$ cat config.mk
export PLATFORM = sky130hd
export DESIGN_NAME = tes_exc_summary
export DESIGN_NICKNAME = d
export VERILOG_FILES = /design/src/tes_pkg.sv /design/src/tes_exc_summary.sv /design/src/tes_reg_sel.sv
export VERILOG_INCLUDE_DIRS = /design/src
export SDC_FILE = /design/constraint.sdc
export NUM_CORES = 1
export LEC_CHECK = 0
export BUFFER_PORTS_ARGS = -buffer_cell sky130_fd_sc_hd__buf_2
export CAP_MARGIN = 40
export CELL_PAD_IN_SITES_DETAIL_PLACEMENT = 1
export CELL_PAD_IN_SITES_GLOBAL_PLACEMENT = 1
export CORE_UTILIZATION = 27
export CTS_CLUSTER_SIZE = 12
export DETAILED_ROUTE_END_ITERATION = 6
export PLACE_DENSITY_LB_ADDON = 0.1
export SYNTH_ARGS = -nofsm -noshare
export SYNTH_HDL_FRONTEND = slang
export SYNTH_SLANG_ARGS = --single-unit
$ cat constraint.sdc
create_clock -name core_clk -period 2 [get_ports core_clk]
set_input_delay 0.1 -clock core_clk [delete_from_list [all_inputs] [get_ports core_clk]]
set_output_delay 0.1 -clock core_clk [all_outputs]
set_load 0.005 [all_outputs]
$ cat src/tes_cfg.svh
// Field positions and encodings of the exception summary register
// Assumes inclusion by bare name from the package and design modules
`ifndef TES_CFG_SVH
`define TES_CFG_SVH
`define TES_WIDTH          64
`define TES_SEXT_HI        63
`define TES_SEXT_LO        48
`define TES_SEXT_W         16
`define TES_SET_HI         47
`define TES_SET_LO         42
`define TES_SET_INTOVF_BIT 47
`define TES_ADDR_SEXT_BIT  41
`define TES_RSV_HI         40
`define TES_RSV_LO         14
`define TES_RSV_W          27
`define TES_FAULT_LOC_BIT  13
`define TES_REG_HI         12
`define TES_REG_LO         8
`define TES_INT_BIT        7
`define TES_OVF_ANY_BIT    6
`define TES_FP_HI          5
`define TES_FP_LO          1
`define TES_SWCOMP_BIT     0
`define TES_CAUSE_W        5
`define TES_REG_W          5
`define TES_SET_W          6
`define TES_ZERO64         64'h0000_0000_0000_0000
`define TES_ZERO5          5'h00
`endif

$ cat src/tes_pkg.sv
// Types shared by the exception summary design files
// Assumes tes_cfg.svh is on the include path
`include "tes_cfg.svh"
package tes_pkg;
    typedef enum logic [1:0] {
        TES_CLS_ARITH,
        TES_CLS_ISTREAM,
        TES_CLS_DSTREAM,
        TES_CLS_OTHER
    } tes_class_t;
    typedef enum logic {
        TES_MEM_LOAD,
        TES_MEM_STORE
    } tes_mem_t;
endpackage : tes_pkg

$ cat src/tes_exc_summary.sv
// Exception summary register captured at trap delivery, read-only
// Assumes trap sources present all trap details with trap_deliver
`timescale 1ns/1ps
`include "tes_cfg.svh"
// Behaviour
// RULE1 - Capture trap details at delivery; no writes
// RULE2 - Software reads in first handler fetch block
// RULE3 - Arithmetic, istream violation, dstream classes captured
// RULE4 - Upper sixteen bits copy bit 47
// RULE5 - Bits 47..42 request status bit setting
// RULE6 - Bit 41 flags bad address sign extension
// RULE7 - Bit 13 selects which address register
// RULE8 - Dstream: store source, load destination register
// RULE9 - Arithmetic: operate destination register
// RULE10 - Register field arbitrary for other traps
// RULE11 - Bit 7 integer-unit overflow versus FP
// RULE12 - Bit 6 convert or integer overflow
// RULE13 - Bits 5..1 FP trap causes
// RULE14 - Bit 0 software completion qualifier
// RULE15 - Bits 40..14 read zero
// RULE16 - Value held until next delivery
module tes_exc_summary
    import tes_pkg::*;
(
    input  wire logic                     core_clk,
    input  wire logic                     rst,
    input  wire logic                     clk_en,
    input  wire logic                     trap_deliver,
    input  wire tes_class_t               trap_class,
    input  wire tes_mem_t                 mem_kind,
    input  wire logic [`TES_REG_W-1:0]    dest_reg,
    input  wire logic [`TES_REG_W-1:0]    src_reg,
    input  wire logic [`TES_SET_W-1:0]    set_status,
    input  wire logic                     addr_sext_err,
    input  wire logic                     fault_in_va,
    input  wire logic                     int_unit_ovf,
    input  wire logic                     cvt_int_ovf,
    input  wire logic [`TES_CAUSE_W-1:0]  fp_causes,
    input  wire logic                     sw_qualifier,
    output logic      [`TES_WIDTH-1:0]    exception_summary
);
    logic [`TES_WIDTH-1:0] exception_summary_r;
    logic [`TES_WIDTH-1:0] exception_summary_nxt;
    wire logic [`TES_REG_W-1:0] reg_field;
    wire logic is_arith;
    wire logic is_istream;
    wire logic set_int_ovf;

    tes_reg_sel u_reg_sel (
        .trap_class (trap_class),
        .mem_kind   (mem_kind),
        .dest_reg   (dest_reg),
        .src_reg    (src_reg),
        .reg_field  (reg_field)
    );

    assign is_arith = (trap_class == TES_CLS_ARITH);                    // RULE3
    assign is_istream  = (trap_class == TES_CLS_ISTREAM);               // RULE3
    assign set_int_ovf = is_arith & set_status[`TES_SET_W-1];

    // Assemble image of the trapping instruction
    assign exception_summary_nxt = {
        {`TES_SEXT_W{set_int_ovf}},                                     // RULE4
        set_int_ovf,
        is_arith ? set_status[`TES_SET_W-2:0] : `TES_ZERO5,             // RULE5
        is_istream & addr_sext_err,                                     // RULE6
        {`TES_RSV_W{1'b0}},                                             // RULE15
        is_istream & fault_in_va,                                       // RULE7
        reg_field,                                                      // RULE8
        is_arith & int_unit_ovf,                                        // RULE11
        is_arith & (int_unit_ovf | cvt_int_ovf),                        // RULE12
        is_arith ? fp_causes : `TES_ZERO5,                              // RULE13
        sw_qualifier                                                    // RULE14
    };

    always_ff @(posedge core_clk) begin
        if (rst) begin
            exception_summary_r <= `TES_ZERO64;
        end else if (clk_en && trap_deliver) begin                      // RULE16
            exception_summary_r <= exception_summary_nxt;               // RULE1
        end
    end

    assign exception_summary = exception_summary_r;

    chk_hold_value : assert property (@(posedge core_clk) disable iff (rst) // RULE16
        !(clk_en && trap_deliver) |=> $stable(exception_summary))
        else $error("summary changed without trap delivery");
    chk_capture_now : assert property (@(posedge core_clk) disable iff (rst) // RULE1
        (clk_en && trap_deliver) |=> exception_summary == $past(exception_summary_nxt))
        else $error("summary not captured at delivery");
    chk_sext_copy : assert property (@(posedge core_clk) disable iff (rst) // RULE4
        exception_summary[`TES_SEXT_HI:`TES_SEXT_LO] ==
        {`TES_SEXT_W{exception_summary[`TES_SET_INTOVF_BIT]}})
        else $error("upper bits not sign extension");
    chk_reserved_zero : assert property (@(posedge core_clk) disable iff (rst) // RULE15
        exception_summary[`TES_RSV_HI:`TES_RSV_LO] == {`TES_RSV_W{1'b0}})
        else $error("reserved bits nonzero");
    chk_store_src : assert property (@(posedge core_clk) disable iff (rst) // RULE8
        (clk_en && trap_deliver && trap_class == TES_CLS_DSTREAM && mem_kind == TES_MEM_STORE)
        |=> exception_summary[`TES_REG_HI:`TES_REG_LO] == $past(src_reg))
        else $error("store source register not captured");
    chk_arith_dest : assert property (@(posedge core_clk) disable iff (rst) // RULE9
        (clk_en && trap_deliver && trap_class == TES_CLS_ARITH)
        |=> exception_summary[`TES_REG_HI:`TES_REG_LO] == $past(dest_reg))
        else $error("operate destination not captured");
    chk_va_select : assert property (@(posedge core_clk) disable iff (rst) // RULE7
        (clk_en && trap_deliver && trap_class == TES_CLS_ISTREAM)
        |=> exception_summary[`TES_FAULT_LOC_BIT] == $past(fault_in_va))
        else $error("address location bit wrong");
    chk_iov_int : assert property (@(posedge core_clk) disable iff (rst) // RULE12
        exception_summary[`TES_INT_BIT] |-> exception_summary[`TES_OVF_ANY_BIT])
        else $error("integer overflow without overflow bit");
    chk_swc_bit : assert property (@(posedge core_clk) disable iff (rst) // RULE14
        (clk_en && trap_deliver) |=> exception_summary[`TES_SWCOMP_BIT] == $past(sw_qualifier))
        else $error("software completion bit wrong");
endmodule : tes_exc_summary

$ cat src/tes_reg_sel.sv
// Register specifier selection for a trapping instruction
// Assumes the trap source supplies both instruction specifiers
`timescale 1ns/1ps
`include "tes_cfg.svh"
module tes_reg_sel
    import tes_pkg::*;
(
    input  wire tes_class_t             trap_class,
    input  wire tes_mem_t               mem_kind,
    input  wire logic [`TES_REG_W-1:0]  dest_reg,
    input  wire logic [`TES_REG_W-1:0]  src_reg,
    output logic      [`TES_REG_W-1:0]  reg_field
);
    wire logic is_store;
    wire logic is_arith;
    wire logic is_dstream;
    assign is_store   = (mem_kind == TES_MEM_STORE);
    assign is_arith   = (trap_class == TES_CLS_ARITH);
    assign is_dstream = (trap_class == TES_CLS_DSTREAM);
    // Store gives source, load and operate give destination
    assign reg_field  = (is_dstream && is_store) ? src_reg :            // RULE8
                        (is_arith || is_dstream) ? dest_reg :           // RULE9
                        `TES_ZERO5;                                     // RULE10
endmodule : tes_reg_sel
Word-level counts from Yosys, hierarchy flattened
Index checks and enable logic that the tools add are counted.
- flip-flop bits (word level): 21
- output and inout bits: 64
- logic and storage cells: 17
- eq/ne operators: 2
- multiplexer cells: 4
- bitwise operators: 6
- reductions and logical operators: 4
- operator list (kind ; count):
    $mux W5 ; 4
    $and A1 B1 Y1 ; 5
    $eq A2 B1 Y1 const B ; 1
    $eq A2 B2 Y1 const B ; 1
    $logic_and A1 B1 Y1 ; 2
    $logic_not A2 Y1 ; 1
    $logic_or A1 B1 Y1 ; 1
    $or A1 B1 Y1 ; 1

Depth between registers and ports, before layout
Gate-level depths: netlist of the first run.
- depth after elaboration: 4
- depth in mapped cells: 4
- gate-level depth less buffers: 3

Modules after synthesis
From an unflattened synthesis of the first run, not the netlist that was laid out.
- cells, all modules: 144
- area, all modules: 1348.8 um2
- modules (own cells, without submodules) (module ; instances ; cells an instance ; area each (um2) ; seq. area each (um2)):
    tes_exc_summary ; 1 ; 127 ; 1229.9 ; 420.4
    tes_reg_sel ; 1 ; 17 ; 118.9 ; 0.0

Worst setup path before layout of the first run
No wires, ideal clock.
- kind: reg-to-output
- start: register, netlist name exception_summary[47]
- end: output exception_summary[48]
- arrival: 0.765 ns
- path slack: 1.135 ns
- stages on the path, launching flop included: 2
- buffers on the path: 1
- cells stage by stage: dfxtp_1 -> buf_4
- RTL lines (what ; line ; source):
    to (decl) ; tes_exc_summary.sv:40 ; output logic [`TES_WIDTH-1:0] exception_summary
No word-level cell between the ends.

Worst setup path after layout of the first run
- start: register, netlist name exception_summary[47]
- end: output exception_summary[48]
No word-level cell between the ends.

==> summary.txt, run 1 <==
Worst hold path
  – Min-delay src: fp_causes[0]
  – Min-Delay Path Class: in2reg

Routing
  – TritonRoute pass-1 iters: 4
  – DR DRC count: 0
  – DRT iter0 DRCs: 18
  – Drt total wl: 2.36 mm
  – Routed length per instance: 11.1 um
  – Routed Antenna Nets: 0
  – Via count: 884
  – Via density: 4.15

Outcome
  – Status: finished clean

Clock network
  – CTS tree: built
  – CTS Buffer Depth: 2
  – Reg clk slew, reported paths: 0.08 ns
  – CTS resizes: 0
  – H-tree Lvls: 1
  – CTS root buf: clkbuf_8
  – CTS buffer count: 3
  – Hold Buf Count CTS: 0
  – # Post-CTS Setup Buffers: 0
  – Clock sinks: 21
  – Worst-Skew Late Latency: 0.25 ns

Floorplanning
  – Die area: 4290 um2
  – Die H: 65.5 um
  – Ports: 97
  – Rows: 22
  – Area of the core: 3770 um2
  – DIE WIDTH: 65.5 um
  – Initial Utilization: 0.289

Global route
  – Number of global-route vias before repair: 778
  – GRT Util Overall: 0.111
  – Initial antenna violation count: 0
  – Grt ovf: 0
  – First-pass GRT wire length: 3.59 mm
  – Largest net degree at the start of global routing: 19

Critical path
  – WS Path Type: reg2out
  – Crit-path max FO: 18
  – CP delay by family, top: flip-flops
  – RR Startpoint: exception_summary[47]$_SDFFE_PP0P_
  – R2R Setup Slk: 1.21 ns
  – Critical Path Sink Type: primary output
  – Critical path, cell by cell: buf_2
  – CP max stage delay: 0.56 ns
  – Startpoint Class: flop
  – WP data required: 1.90 ns
  – CP bufs+invs: 1
  – CP startpoint: exception_summary[47]$_SDFFE_PP0P_
  – Worst path slowest cell: dfxtp_1
  – Worst EP arrival: 1.01 ns

Placed design
  – Final GP Congestion: 0.627
  – Post-DP HPWL: 1.90 mm
  – Port-buffer cells: 69
  – Placed cells: 209
  – Pre-CTS WS: 0.908 ns

Cells and area
  – Non-Filler Instances: 213
  – Antenna cells: 0
  – Fraction of layout instances using a drive strength above 1: 0.479
  – P&R area growth vs syn: 19.3%
  – Max reg flops: 21
  – Final net count: 199

Timing
  – Final WS setup: 0.890 ns
  – Final hold vios: 0
  – RSZ-0062 raised after global routing: false
  – Final period utilization: 0.555
  – Tmin final: 1.11 ns
  – Finish-stage setup viols: 0
  – Fmax: 901 MHz
  – Setup TNS: 0 ns
  – Slew Viols, Final: 0
  – Fin Clk Skew: 0 ns

Power and ir drop
  – Maximum VDD drop: 191 uV
  – Leak: 0.000739 uW
  – Total Power: 813 uW
  – PwrDens: 626 nW/um2

Synthesis
  – Mapped Cells: 110
  – Yosys warning count: 0
  – Seq cells post-synth: 21
  – Synth Area per Inst: 9.90 um2
  – Count of different cell masters after synthesis: 19
  – Mapped Area: 1090 um2
  – Sequential share of the synthesized area: 0.386

Flow run
  – Total of max-cap violations: 0
==> cell families (layout without fill, tap and decap cells) <==
logic type      Yosys count  count (layout)  synth area share
buf+inv                  45              74             0.317
compound gates           22              22             0.155
flops                    21              21             0.386
simple gates             16              16            0.0919
mux                       5               5            0.0460
other cells               1              27           0.00344
==> synth_stat cells (all sizes together) <==
cell type  count  area, um2
nor2           4       22.5
and4b          1       11.3
nand3          1       5.00
a22o          12        108
mux2i          5       50.1
o21ai          5       25.0
a22oi          2       15.0
o31ai          1       7.51
nand4bb        1       27.5
dfxtp         21        420
conb           1       3.75
buf           45        345
nand2          9       33.8
a21oi          2       13.8
==> routing by layer <==
metal,track usage,up-vias,routed length (um)
li1,-,414,-
met1,0.133,400,1010
met4,0.0489,0,26
met3,0.0330,4,258
met2,0.182,66,1060
met5,0,-,0
==> final cells by class <==
cell class | instances | area, um2
flip-flops and latches | 21 | 420
multi-input cells | 70 | 420
well taps | 48 | 60.1
fillers | 479 | 2470
repair buffers | 70 | 353
clock buffers | 4 | 45.0
==> report_power, final <==
| group | internal (uW) | total [uW] | switching, uW |
|---|---|---|---|
| clock | 142 | 276 | 134 |
| sequential | 428 | 434 | 5.84 |
| combinational | 48.9 | 103 | 54.6 |
==> stage by stage <==
step / cell area (um2) / hold WS [ns] / utilization
2_1_floorplan: 1190 / 0.169 / -
3_3_place_gp: 1250 / 0.320 / 0.332
3_5_place_dp: 1250 / 0.322 / 0.332
4_1_cts: 1300 / 0.0531 / 0.344
5_1_grt: 1300 / 0.0561 / 0.344
6_report: 1300 / 0.0543 / 0.344
==> path summary, 6_finish.rpt <==
check | to | depth (start not counted)
worst max-delay path | exception_summary[48] | 1
worst min register to register | exception_summary[0]$_SDFFE_PP0P_ | 2
worst max register to register | exception_summary[47]$_SDFFE_PP0P_ | 1
worst min-delay path | exception_summary[1]$_SDFFE_PP0P_ | 2
==> cells in the final DEF (no fill, tap or decap) <==
cell / count
and4b_2: 1
clkbuf_1: 1
a22o_2: 2
dfxtp_1: 21
o31ai_1: 1
nand2_1: 9
o21ai_0: 4
buf_4: 1
nand4bb_4: 1
a21oi_2: 1
nor2_4: 1
buf_2: 69
clkbuf_8: 3
nor2_1: 3
o21ai_1: 1
a22o_1: 10
conb_1: 27
a21oi_1: 1
a22oi_1: 2
nand3_1: 1
mux2i_1: 5
(Power assumes the default switching activity.)
==> inputs of run 2 (changes only) <==
--- a/config.mk
+++ b/config.mk
@@ -10,7 +10,7 @@
 export CAP_MARGIN = 40
 export CELL_PAD_IN_SITES_DETAIL_PLACEMENT = 1
 export CELL_PAD_IN_SITES_GLOBAL_PLACEMENT = 1
-export CORE_UTILIZATION = 27
+export CORE_UTILIZATION = 22
 export CTS_CLUSTER_SIZE = 12
 export DETAILED_ROUTE_END_ITERATION = 6
 export PLACE_DENSITY_LB_ADDON = 0.1
==> constraint.sdc (replaced) <==
create_clock -name core_clk -period 0.97 [get_ports core_clk]
set_input_delay 0.0485 -clock core_clk [delete_from_list [all_inputs] [get_ports core_clk]]
set_output_delay 0.0485 -clock core_clk [all_outputs]
set_load 0.005 [all_outputs]
==> run 2 against run 1 <==
  * Combinational power up 130%
  * Setup slack worse by 0.77 ns
  * Non-clock buffer count up 4
  * Largest cell class unchanged
  * Largest power group unchanged
  * Highest routed layer unchanged
==> summary.txt, run 2 (synthesis results as in run 1) <==
Power and ir drop
  – PwrDens: 1230 nW/um2 (+96%)
  – Maximum VDD drop: 383 uV (+100%)
  – Leak: 0.000761 uW (+3.0%)

Flow run
  – Total of max-cap violations: 0 (unchanged)

Clock network
  – CTS tree: built
  – CTS buffer count: 3 (unchanged)
  – CTS root buf: clkbuf_8
  – # Post-CTS Setup Buffers: 0 (unchanged)
  – H-tree Lvls: 1 (unchanged)
  – Clock sinks: 21 (unchanged)
  – Reg clk slew, reported paths: 0.07 ns (about the same)
  – CTS Buffer Depth: 2 (unchanged)
  – Worst-Skew Late Latency: 0.25 ns (about the same)

Global route
  – Grt ovf: 0 (unchanged)
  – GRT Util Overall: 0.0914 (-0.0197)
  – Largest net degree at the start of global routing: 19 (unchanged)
  – First-pass GRT wire length: 3.71 mm (+3.1%)
  – Number of global-route vias before repair: 824 (+5.9%)
  – Initial antenna violation count: 0 (unchanged)

Timing
  – RSZ-0062 raised after global routing: false
  – Final period utilization: 0.879
  – Slew Viols, Final: 0 (unchanged)
  – Final hold vios: 0 (unchanged)
  – Fmax: 1170 MHz
  – WHS: 0.00969 ns (-0.0446 ns)
  – Fin Clk Skew: 0 ns (unchanged)
  – Setup TNS: 0 ns (unchanged)
  – Tmin final: 0.852 ns
  – Finish-stage setup viols: 0 (unchanged)

Floorplanning
  – Die area: 5230 um2 (+22%)
  – Ports: 97 (unchanged)
  – Area of the core: 4750 um2 (+26%)
  – DIE WIDTH: 72.3 um (+10%)
  – Initial Utilization: 0.229 (-0.0597)
  – Die H: 72.3 um (+10%)
  – Rows: 25 (+14%)

Critical path
  – CP max stage delay: 0.42 ns (-0.14 ns)
  – CP bufs+invs: 1 (unchanged)
  – Critical Path Sink Type: primary output
  – WP data required: 0.92 ns (-0.98 ns)
  – Worst EP arrival: 0.80 ns (-0.21 ns)
  – Critical path, cell by cell: buf_2
  – Crit-path max FO: 18 (unchanged)
  – WS Path Type: reg2out
  – Startpoint Class: flop
  – CP delay by family, top: flip-flops
  – Worst path slowest cell: dfxtp_4

Outcome
  – Status: finished clean

Worst hold path
  – Min-Delay Path Class: in2reg

Cells and area
  – Fill cells: 591 (+23%)
  – Multi-input combinational cell area: 420 um2 (unchanged)
  – Final net count: 203 (+2.0%)
  – Max reg flops: 21 (unchanged)
  – P&R area growth vs syn: 26.2%
  – Fraction of layout instances using a drive strength above 1: 0.485 (+0.00642)
  – Antenna cells: 0 (unchanged)
  – Final core utilization: 0.289 (-0.0554)
  – Commonest non-fill, non-tap cells in the layout: buf_2, conb_1, dfxtp_1, a22o_1, nand2_1
  – Commonest non-fill, non-tap cell in the layout: buf_2
  – Storage element area: 424 um2 (+0.89%)

Routing
  – TritonRoute pass-1 iters: 4 (unchanged)
  – Routed length per instance: 10.4 um (-5.7%)
  – Via density: 3.78 (-8.9%)
  – DR DRC count: 0 (unchanged)
  – DRT iter0 DRCs: 12 (-6)
  – Routed Antenna Nets: 0 (unchanged)
  – Via count: 892 (+0.90%)
  – Drt total wl: 2.46 mm (+4.5%)

Placed design
  – Final GP Congestion: 0.578 (-7.9%)
  – Post-DP HPWL: 1.98 mm (+4.2%)
  – Port-buffer cells: 69 (unchanged)
==> run 2: path summary, 6_finish.rpt <==
path                                       from  slack (ns)                                  to  cells past startpoint
max reg2reg  exception_summary[47]$_SDFFE_PP0P_        0.28  exception_summary[47]$_SDFFE_PP0P_                      1
min                               set_status[2]        0.01  exception_summary[44]$_SDFFE_PP0P_                      2
max          exception_summary[47]$_SDFFE_PP0P_        0.12               exception_summary[57]                      1
min reg2reg   exception_summary[6]$_SDFFE_PP0P_        0.46   exception_summary[6]$_SDFFE_PP0P_                      2
==> run 2: timing repair <==
action                                  in CTS  in global routing
pin swaps                                    0                  0
resized for setup                            1                  1
endpoints found under the hold margin        2                  0
endpoints found under the setup margin      17                 17
hold buffers                                 2                  0
==> run 2: per-stage QoR <==
step           worst slack (ns)  power [uW]  std cells  area (um2)
2_1_floorplan             0.153        1100        136        1190
3_3_place_gp             0.0548        1140        230        1310
3_5_place_dp             0.0252        1140        230        1310
4_1_cts                  0.0338        1730        236        1370
5_1_grt                  0.0580        1790        236        1370
6_report                  0.118        1690        236        1370
==> run 2: layout make-up <==
class,count,share of cell area
Clock buffer,4,0.0328
Sequential cell,21,0.309
Multi-Input combinational cell,70,0.306
Tap cell,67,0.0610
Timing Repair Buffer,74,0.291
==> run 2: per-layer routing <==
metal | GRT usage | routed length [um]
met3 | 0.0306 | 252
met1 | 0.102 | 1020
met4 | 0.0458 | 34
met2 | 0.155 | 1160
met5 | 0 | 0
==> run 2: where the power goes <==
part / switching, uW / internal (uW)
Sequential: 12.2 / 880
Clock: 273 / 292
Combinational: 116 / 117
==> inputs of run 3 (changes only) <==
--- a/config.mk
+++ b/config.mk
@@ -13,7 +13,7 @@
 export CORE_UTILIZATION = 22
 export CTS_CLUSTER_SIZE = 12
 export DETAILED_ROUTE_END_ITERATION = 6
-export PLACE_DENSITY_LB_ADDON = 0.1
+export PLACE_DENSITY_LB_ADDON = 0.3
 export SYNTH_ARGS = -nofsm -noshare
 export SYNTH_HDL_FRONTEND = slang
 export SYNTH_SLANG_ARGS = --single-unit
==> run 3 against run 2 <==
  * Clock skew is the same
  * Maximum frequency shrank 2.0%
  * Global-route usage grew 0.63 points
  * Die area is the same
  * Utilization grew 0.76 points
  * Critical path type unchanged
  * Critical endpoint is now exception_summary[51]
  * Largest power group unchanged
==> summary.txt, run 3 (synthesis results as in run 1) <==
Outcome
  – Status: finished clean

Power and ir drop
  – PwrDens: 1210 nW/um2 (-1.2%)
  – Maximum VDD drop: 663 uV (+73%)
  – Total Power: 1710 uW (+1.4%)
  – Leak: 0.000782 uW (+2.7%)

Routing
  – Routed Antenna Nets: 0 (unchanged)
  – Via density: 3.68 (-2.6%)
  – Routed length per instance: 10.3 um (-1.2%)
  – Drt total wl: 2.48 mm (+0.89%)
  – TritonRoute pass-1 iters: 4 (unchanged)
  – DR DRC count: 0 (unchanged)
  – DRT iter0 DRCs: 17 (+5)
  – Via count: 887 (-0.56%)

Clock network
  – CTS buffer count: 3 (unchanged)
  – Worst-Skew Late Latency: 0.26 ns (about the same)
  – H-tree Lvls: 1 (unchanged)
  – CTS root buf: clkbuf_8
  – CTS Buffer Depth: 2 (unchanged)
  – Reg clk slew, reported paths: 0.08 ns (about the same)
  – CTS tree: built
  – Clock sinks: 21 (unchanged)

Cells and area
  – Fraction of layout instances using a drive strength above 1: 0.483 (-0.00245)
  – Final net count: 208 (+2.5%)
  – Fill cells: 600 (+1.5%)
  – Antenna cells: 0 (unchanged)
  – Max reg flops: 21 (unchanged)
  – Storage element area: 424 um2 (unchanged)
  – Commonest non-fill, non-tap cells in the layout: buf_2, conb_1, dfxtp_1, a22o_1, nand2_1
  – Final core utilization: 0.297 (+0.00763)
  – P&R area growth vs syn: 29.5%
  – Commonest non-fill, non-tap cell in the layout: buf_2
  – Multi-input combinational cell area: 420 um2 (unchanged)
  – Non-Filler Instances: 241 (+2.1%)

Floorplanning
  – Die area: 5230 um2 (unchanged)
  – Area of the core: 4750 um2 (unchanged)
  – Rows: 25 (unchanged)
  – Initial Utilization: 0.229 (unchanged)
  – Die H: 72.3 um (unchanged)
  – Ports: 97 (unchanged)
  – DIE WIDTH: 72.3 um (unchanged)

Global route
  – Number of global-route vias before repair: 817 (-0.85%)
  – Largest net degree at the start of global routing: 19 (unchanged)
  – Initial antenna violation count: 0 (unchanged)
  – Grt ovf: 0 (unchanged)
  – First-pass GRT wire length: 3.97 mm (+7.1%)
  – GRT Util Overall: 0.0977 (+0.00630)

Critical path
  – CP startpoint: exception_summary[47]$_SDFFE_PP0P_
  – Crit-path max FO: 18 (unchanged)
  – End point of the critical path: exception_summary[51]
  – Worst path slowest cell: dfxtp_4
  – R2R Setup Slk: 0.28 ns (about the same)
  – FF-to-FF End: exception_summary[47]$_SDFFE_PP0P_
  – CP max stage delay: 0.42 ns (about the same)
  – Critical path, cell by cell: buf_2
  – CP delay by family, top: flip-flops
  – Reg2reg path depth: 1 (unchanged)
  – Critical path depth: 1 (unchanged)
  – WP data required: 0.92 ns (about the same)
  – RR Startpoint: exception_summary[47]$_SDFFE_PP0P_
  – CP bufs+invs: 1 (unchanged)
  – WS Path Type: reg2out
  – Startpoint Class: flop
  – Critical Path Sink Type: primary output
  – Worst EP arrival: 0.82 ns (+0.02 ns)

Worst hold path
  – Min-Delay Path Class: in2reg
  – Min-delay src: fp_causes[1]
  – WHS Path Cells: 2 (unchanged)

Timing
  – Tmin final: 0.869 ns (+0.0170 ns)
  – Fin Clk Skew: 0 ns (unchanged)
  – WHS: 0.00948 ns (-0.000205 ns)
  – RSZ-0062 raised after global routing: false
  – Final hold vios: 0 (unchanged)
  – Slew Viols, Final: 0 (unchanged)
  – Fmax: 1150 MHz (-2.0%)
  – Setup TNS: 0 ns (unchanged)
  – Final period utilization: 0.896 (+0.0176)
  – Finish-stage setup viols: 0 (unchanged)

Placed design
  – Port-buffer cells: 69 (unchanged)
  – Placed cells: 231 (+0.43%)
  – Final GP Congestion: 0.665 (+15%)
  – Post-DP HPWL: 2.03 mm (+2.2%)

Flow run
  – Total of max-cap violations: 0 (unchanged)
## run 3: cell types whose count changed in the layout (fill, tap and decap cells not counted)
cell / before / now
clkinv_2: 0 / 1
clkbuf_1: 1 / 0
buf_12: 1 / 0
buf_4: 2 / 4
dlygate4sd3_1: 2 / 6
## run 3: worst min-delay path by stage
stage	endpoint	slack [ns]
final	exception_summary[2]$_SDFFE_PP0P_	0.009
after global routing	exception_summary[4]$_SDFFE_PP0P_	0.01
after CTS	exception_summary[42]$_SDFFE_PP0P_	0.002
after detailed placement	exception_summary[44]$_SDFFE_PP0P_	0.27
after global placement	exception_summary[44]$_SDFFE_PP0P_	0.27
after floorplan	exception_summary[0]$_SDFFE_PP0P_	0.12
## run 3: report_power, final
| group | internal [uW] | switching [uW] |
|---|---|---|
| combinational | 124 | 117 |
| sequential | 879 | 11.8 |
| clock | 286 | 295 |
## run 3: repair_timing
action,in CTS,in global routing
pin swaps,0,0
buffers inserted,0,0
hold buffers,5,1
endpoints found under the setup margin,17,17
gates resized for setup,1,1
hold endpoints to repair,5,1
## run 3: cell type report
type / count / area share
flip-flops and latches: 21 / 0.301
clock buffers: 3 / 0.0293
repair buffers: 79 / 0.309
clock inverters: 1 / 0.00355
well taps: 67 / 0.0594
multi-input cells: 70 / 0.298
## run 3: metal layers
layer,GRT usage,up-vias,routed length [um],part of all wire
met1,0.117,393,1100,0.44
li1,-,433,-,-
met3,0.0375,0,247,0.099
met5,0,-,0,0
met4,0.0196,0,0,0
met2,0.166,61,1130,0.46
## run 3: through the flow
stage	worst slack, ns	cell area, um2
4_1_cts	0.0179	1400
3_3_place_gp	0.0511	1300
2_1_floorplan	0.153	1190
6_report	0.101	1410
5_1_grt	0.0390	1410
3_5_place_dp	0.0157	1300
